File: config.mk
export PLATFORM = sky130hd
export DESIGN_NAME = rrs_sequencer
export DESIGN_NICKNAME = d
export VERILOG_FILES = /design/src/pkg/rrs_pkg.sv /design/src/rtl/rrs_sequencer.sv
export SDC_FILE = /design/constraint.sdc
export NUM_CORES = 1
export LEC_CHECK = 0
export BUFFER_PORTS_ARGS = -buffer_cell sky130_fd_sc_hd__buf_2
export CAP_MARGIN = 10
export CORE_MARGIN = 1
export CORE_UTILIZATION = 45
export DETAILED_ROUTE_END_ITERATION = 10
export GPL_TIMING_DRIVEN = 0
export PLACE_DENSITY_LB_ADDON = 0.2
export SLEW_MARGIN = 10
export SYNTH_ARGS = -nofsm -noshare
export SYNTH_HDL_FRONTEND = slang
export SYNTH_SLANG_ARGS = --single-unit
File: constraint.sdc
create_clock -name clk -period 2.3 [get_ports clk]
set_input_delay 0.23 -clock clk [delete_from_list [all_inputs] [get_ports clk]]
set_output_delay 0.23 -clock clk [all_outputs]
set_load 0.005 [all_outputs]
File: src/pkg/rrs_pkg.sv
// Package for the reset release sequencer: timing constants, states and carriers.
// Assumes a 40 MHz system clock.
package rrs_pkg;
    localparam int unsigned CLK_PERIOD_PS = 25000;
    // Initialization interval in nanoseconds; plain default, board dependent.
    localparam int unsigned INIT_TIME_NS = 1000;
    localparam int unsigned INIT_CYCLES =
        (INIT_TIME_NS * 1000 + CLK_PERIOD_PS - 1) / CLK_PERIOD_PS;
    // Least warm reset pin low time, in nanoseconds (17.2 us).
    localparam int unsigned PIN_LOW_MIN_NS = 17200;
    localparam int unsigned PIN_LOW_MIN_CYCLES =
        (PIN_LOW_MIN_NS * 1000 + CLK_PERIOD_PS - 1) / CLK_PERIOD_PS;
    localparam int unsigned CNT_W = 16;
    localparam logic [CNT_W-1:0] CNT_RESET = 16'h0000;

    typedef enum logic [1:0] {
        RRS_ST_INIT,
        RRS_ST_HOLD,
        RRS_ST_RUN,
        RRS_ST_DEEP
    } rrs_state_t;

    // Reset requests from the supply monitors and the pin.
    typedef struct packed {
        logic por_active;
        logic lvd_active;
        logic ext_reset_n;
    } rrs_req_t;

    // Status reported to the system.
    typedef struct packed {
        logic main_reset;
        logic main_power_on;
        logic cpu_run;
        logic single_boot;
    } rrs_stat_t;
endpackage

File: src/rtl/rrs_sequencer.sv
// Reset release sequencer: merges power-on, low-voltage and pin resets into
// one main-domain reset, and handles exit from deep stop mode.
// Assumes all inputs are synchronous to clk and the power-on detector drives reset.
`timescale 1ns/1ps
`default_nettype none

// Overview of operation
// - Hold reset until initialization interval elapses.
// - Extend reset while pin still low.
// - Early pin release still waits full interval.
// - Processor runs only after reset release.
// - Low-voltage detector keeps device in reset.
// - Pin low or detector ends deep stop.
// - Deep stop exit powers and resets main domain.
// - Resume normal mode after request clears.
// - Power-on detector resets on power up and down.
module rrs_sequencer #(
    parameter int unsigned INIT_CYCLES = rrs_pkg::INIT_CYCLES
) (
    input wire logic clk,
    input wire logic reset,
    input wire rrs_pkg::rrs_req_t req,
    input wire logic boot_select_n,
    input wire logic deep_stop_mode,
    output rrs_pkg::rrs_stat_t stat
);
    localparam logic [rrs_pkg::CNT_W-1:0] INIT_LAST = rrs_pkg::CNT_W'(INIT_CYCLES - 1);

    rrs_pkg::rrs_state_t state_reg;
    rrs_pkg::rrs_state_t state_next;
    logic [rrs_pkg::CNT_W-1:0] cnt_reg;
    logic [rrs_pkg::CNT_W-1:0] cnt_next;
    rrs_pkg::rrs_stat_t stat_next;
    logic hold_req;
    logic init_done;

    // Power-on detector acts during both ramp up and ramp down.
    assign hold_req = req.por_active | req.lvd_active | ~req.ext_reset_n;
    assign init_done = (cnt_reg == INIT_LAST);

    always_comb begin
        state_next = state_reg;
        cnt_next = cnt_reg;
        case (state_reg)
            rrs_pkg::RRS_ST_INIT: begin
                // The interval restarts while the power-on detector is active.
                if (req.por_active) begin
                    cnt_next = rrs_pkg::CNT_RESET;
                end else if (init_done) begin
                    state_next = rrs_pkg::RRS_ST_HOLD;
                end else begin
                    cnt_next = cnt_reg + 1'b1;
                end
            end
            rrs_pkg::RRS_ST_HOLD: begin
                if (req.por_active) begin
                    // A supply dip while held restarts the whole interval.
                    state_next = rrs_pkg::RRS_ST_INIT;
                    cnt_next = rrs_pkg::CNT_RESET;
                end else if (!hold_req) begin
                    state_next = rrs_pkg::RRS_ST_RUN;
                end
            end
            rrs_pkg::RRS_ST_RUN: begin
                if (req.por_active) begin
                    state_next = rrs_pkg::RRS_ST_INIT;
                    cnt_next = rrs_pkg::CNT_RESET;
                end else if (hold_req) begin
                    state_next = rrs_pkg::RRS_ST_HOLD;
                end else if (deep_stop_mode) begin
                    state_next = rrs_pkg::RRS_ST_DEEP;
                end
            end
            rrs_pkg::RRS_ST_DEEP: begin
                if (req.por_active) begin
                    state_next = rrs_pkg::RRS_ST_INIT;
                    cnt_next = rrs_pkg::CNT_RESET;
                end else if (hold_req) begin
                    // Deep stop exit is a reset path: no warm-up, normal mode after.
                    state_next = rrs_pkg::RRS_ST_HOLD;
                end
            end
            default: begin
                state_next = rrs_pkg::RRS_ST_INIT;
                cnt_next = rrs_pkg::CNT_RESET;
            end
        endcase
    end

    always_comb begin
        stat_next.main_reset = (state_next != rrs_pkg::RRS_ST_RUN) &&
                               (state_next != rrs_pkg::RRS_ST_DEEP);
        stat_next.main_power_on = (state_next != rrs_pkg::RRS_ST_DEEP);
        stat_next.cpu_run = (state_next == rrs_pkg::RRS_ST_RUN);
        // Boot select is sampled while reset is held, latched at release.
        stat_next.single_boot = stat.single_boot;
        if (state_reg == rrs_pkg::RRS_ST_HOLD && state_next == rrs_pkg::RRS_ST_RUN) begin
            stat_next.single_boot = ~boot_select_n;
        end
    end

    always_ff @(posedge clk or posedge reset) begin
        if (reset) begin
            state_reg <= rrs_pkg::RRS_ST_INIT;
            cnt_reg <= rrs_pkg::CNT_RESET;
        end else begin
            state_reg <= state_next;
            cnt_reg <= cnt_next;
        end
    end

    // Release happens only on a clock edge, so the whole domain leaves together.
    always_ff @(posedge clk or posedge reset) begin
        if (reset) begin
            stat <= '{main_reset: 1'b1, main_power_on: 1'b1, cpu_run: 1'b0,
                      single_boot: 1'b0};
        end else begin
            stat <= stat_next;
        end
    end

    // Pin low time is only enforced by the board model, which stretches pin pulses; the device tolerates any width.
    property p_init_hold;
        @(posedge clk) disable iff (reset)
        (state_reg == rrs_pkg::RRS_ST_INIT) |=> stat.main_reset;
    endproperty
    a_init_hold: assert property (p_init_hold) else $error("reset released during init");

    property p_por_restart;
        @(posedge clk) disable iff (reset)
        req.por_active |=> (state_reg == rrs_pkg::RRS_ST_INIT) && (cnt_reg == rrs_pkg::CNT_RESET);
    endproperty
    a_por_restart: assert property (p_por_restart) else $error("por did not restart init");

    property p_pin_extends;
        @(posedge clk) disable iff (reset)
        (state_reg == rrs_pkg::RRS_ST_HOLD && !req.ext_reset_n) |=> stat.main_reset;
    endproperty
    a_pin_extends: assert property (p_pin_extends) else $error("pin low not extending");

    property p_early_release;
        @(posedge clk) disable iff (reset)
        (state_reg == rrs_pkg::RRS_ST_INIT && !init_done) |=>
            (state_reg != rrs_pkg::RRS_ST_RUN) && stat.main_reset;
    endproperty
    a_early_release: assert property (p_early_release) else $error("early release");

    property p_cpu_after;
        @(posedge clk) disable iff (reset)
        stat.cpu_run |-> !stat.main_reset;
    endproperty
    a_cpu_after: assert property (p_cpu_after) else $error("cpu runs in reset");

    property p_lvd_hold;
        @(posedge clk) disable iff (reset)
        (req.lvd_active && state_reg != rrs_pkg::RRS_ST_DEEP) |=> !stat.cpu_run;
    endproperty
    a_lvd_hold: assert property (p_lvd_hold) else $error("lvd not holding");

    property p_deep_exit;
        @(posedge clk) disable iff (reset)
        (state_reg == rrs_pkg::RRS_ST_DEEP && hold_req) |=>
            stat.main_power_on && stat.main_reset;
    endproperty
    a_deep_exit: assert property (p_deep_exit) else $error("deep stop exit wrong");

    property p_resume;
        @(posedge clk) disable iff (reset)
        (state_reg == rrs_pkg::RRS_ST_HOLD && !hold_req) |=> stat.cpu_run;
    endproperty
    a_resume: assert property (p_resume) else $error("no resume");

    property p_por;
        @(posedge clk) disable iff (reset)
        req.por_active |=> stat.main_reset ##1 stat.main_reset;
    endproperty
    a_por: assert property (p_por) else $error("por not resetting");

    property p_sync_release;
        @(posedge clk) disable iff (reset)
        $fell(stat.main_reset) |-> $past(state_reg) == rrs_pkg::RRS_ST_HOLD;
    endproperty
    a_sync_release: assert property (p_sync_release) else $error("bad release");
endmodule

`default_nettype wire

==> metrics.txt <==
Final setup viols 0; Max VDD drop 0.316 mV; GP Congestion 0.764; Critical R2R Launch cnt_reg[0]$_DFFE_PP0P_; Core Rows 17; syn_area_per_cell 9.91 µm²; TritonCTS Buffers 3; total track usage 18.8%; YS warnings 0; Vias/cell 5.64; met3 Use GR 2.98%; initial antenna violation count 0; die height 51.4 µm; cell with the most instances after synthesis dfrtp_1; Post-CTS Setup Repair Bufs 0; Largest stage delay, worst path 0.43 ns; number of DRC markers in iteration 0 14; Worst EP arrival 2.05 ns; FF-to-FF path depth 5; WL/cell 14.0 µm; cts repair resizes 0; Synth area leader dfrtp_1; CTS tree built; Port-buffer cells 10; DRC 0; setup TNS 0 ns; clk buf depth 2; Setup crit start kind flop; grt peak-use layer met2; EDFF count, synth 0; routing usage on met2 30.3%; hold_buf cts 0; status finished, final reports clean; final instance area 1240 µm²; n_diodes 0; max_cap viols 0; Pleak 0.531 nW; Critical Path, Cell by Cell ha_1 -> nor4bb_1 -> and4_1 -> nor3_2 -> mux2_2; area share of the largest cell type after synthesis 45.5%; critical path class reg -> reg; f_max 546 MHz; Post-synth top cells dfrtp_1, a21oi_1, o21ai_0; worst setup margin 0.468 ns; DP Area 1180 µm²; core area 2250 µm²; Main synth FF type dfrtp_1; post-synth cell types 33; Worst Setup End Kind flop; crit path max-delay cell type dfrtp_1; clock-pin slew on the worst setup and hold paths 0.14 ns; hpwl dp 1510 µm; post-route clock period utilization 79.6%; M1 GR Usage 24.8%; H-tree depth 1; RSZ-0062 raised after global routing no; # IOs 11; total number of vias 863; pwr dens 593 nW/µm²; Total Routed Length 2140 µm; TritonRoute pass-1 iters 4; WP data required 2.52 ns; R2R setup slack 0.47 ns; Area Overhead vs Synth 12.5%; root buf cell clkbuf_4; fraction of registers with async set/reset 100%; Sink Count 22; largest net degree at the start of global routing 23; vias in the first global route 857; GR Overflow Total 0; FF-to-FF End cnt_reg[0]$_DFFE_PP0P_; share of layout cells above drive strength 1 16.8%; Mapped Cells 111; starting density of the core 48.8%; Final Hold Fails 0; sequential area share after synthesis 50.3%; #FFs+latches synth 22; Final Max Slew Viols 0; die width 51.4 µm; Critical Path Sink cnt_reg[0]$_DFFE_PP0P_; Final Critical Period 1.83 ns; CP max FO 5; Area contributors post-synth dfrtp_1, dfstp_2, a21oi_1, o21ai_0, or3_1; netlist area before placement 1100 µm²; die footprint 2650 µm²; post-route ant nets 0; Clk Latency, worst-skew pair 0.31 ns; min-delay worst type in -> async; pre-CTS WS 0.485 ns; skew final 0.0118 ns; Syn Nets 119; relative slew slack 44.2%; Total Nets Final 134; Slew @ Worst Pin 0.836 ns; first-pass GRT wire length 3680 µm; max FFs per register 16; start point of the critical path cnt_reg[0]$_DFFE_PP0P_
-- where the power goes --
group / leakage [nW] / internal (mW) / switching, mW
Combinational: 0.205 / 0.0142 / 0.0226
Clock: 0.0279 / 0.176 / 0.125
Sequential: 0.298 / 0.392 / 0.00442
-- layout by cell type, fill, tap and decap left out, types with 3 or more instances in the layout --
cell type / Yosys / routed
clkbuf_4: 0 / 3
buf_2: 0 / 10
a21oi_1: 10 / 10
and2_1: 3 / 3
xor2_1: 4 / 4
nand4_1: 3 / 3
or3_1: 8 / 8
inv_1: 4 / 4
dfrtp_1: 20 / 20
nor2_1: 9 / 9
nand3_1: 5 / 5
nand2_1: 6 / 6
o21ai_0: 10 / 10
-- area by class of cell --
class	instances	area, µm²
clock inverter	1	30.0
fill	214	1020
multi-input combinational	83	524
inverter	4	15.0
clock buffer	3	22.5
tap	28	35.0
buffer	2	7.51
sequential	22	553
timing repair buffer	10	50.0
-- worst min-delay path by stage --
| stage | slack, ns | from | depth (start not counted) | endpoint |
|---|---|---|---|---|
| 2_1_floorplan | 0.22 | reset | 1 | cnt_reg[0]$_DFFE_PP0P_ |
| 4_1_cts | 0.08 | boot_select_n | 2 | stat[0]$_DFFE_PP0P_ |
| 3_3_place_gp | 0.43 | boot_select_n | 2 | stat[0]$_DFFE_PP0P_ |
| 5_1_grt | 0.08 | boot_select_n | 2 | stat[0]$_DFFE_PP0P_ |
| 3_5_place_dp | 0.43 | boot_select_n | 2 | stat[0]$_DFFE_PP0P_ |
| 6_report | 0.05 | reset | 2 | cnt_reg[4]$_DFFE_PP0P_ |
-- stage by stage --
stage | instances | total power [mW] | util, % | hold WS [ns]
3_5_place_dp | 149 | 0.442 | 52.6 | 0.434
3_3_place_gp | 149 | 0.440 | 52.6 | 0.432
6_report | 153 | 0.734 | 54.9 | 0.0525
5_1_grt | 153 | 0.756 | 54.9 | 0.0779
2_1_floorplan | 111 | 0.427 | - | 0.218
4_1_cts | 153 | 0.739 | 54.9 | 0.0837
-- logic make-up (layout without fill, tap and decap cells) --
logic type | after synthesis | count (layout) | share of synthesized area, %
flops | 22 | 22 | 50.3
fa+ha+maj | 1 | 1 | 1.14
mux | 2 | 2 | 1.93
xor+xnor | 5 | 5 | 3.98
buf+inv | 6 | 20 | 2.05
compound gates | 21 | 21 | 9.78
simple gates | 54 | 54 | 30.8
-- metal layers --
metal	wire length (µm)	share of wire, %
met1	1040	49
met5	0	0
met2	1030	48
met3	50	2.3
met4	21	0.98
-- critical path: cells and delay by family (launching register included) --
family	cells	cell delay [ns]
adders and majority gates	1	0.26
DFF	1	0.43
muxes	1	0.37
and+or+nand+nor	3	0.68
No activity file was read; power rests on OpenSTA's default activity.
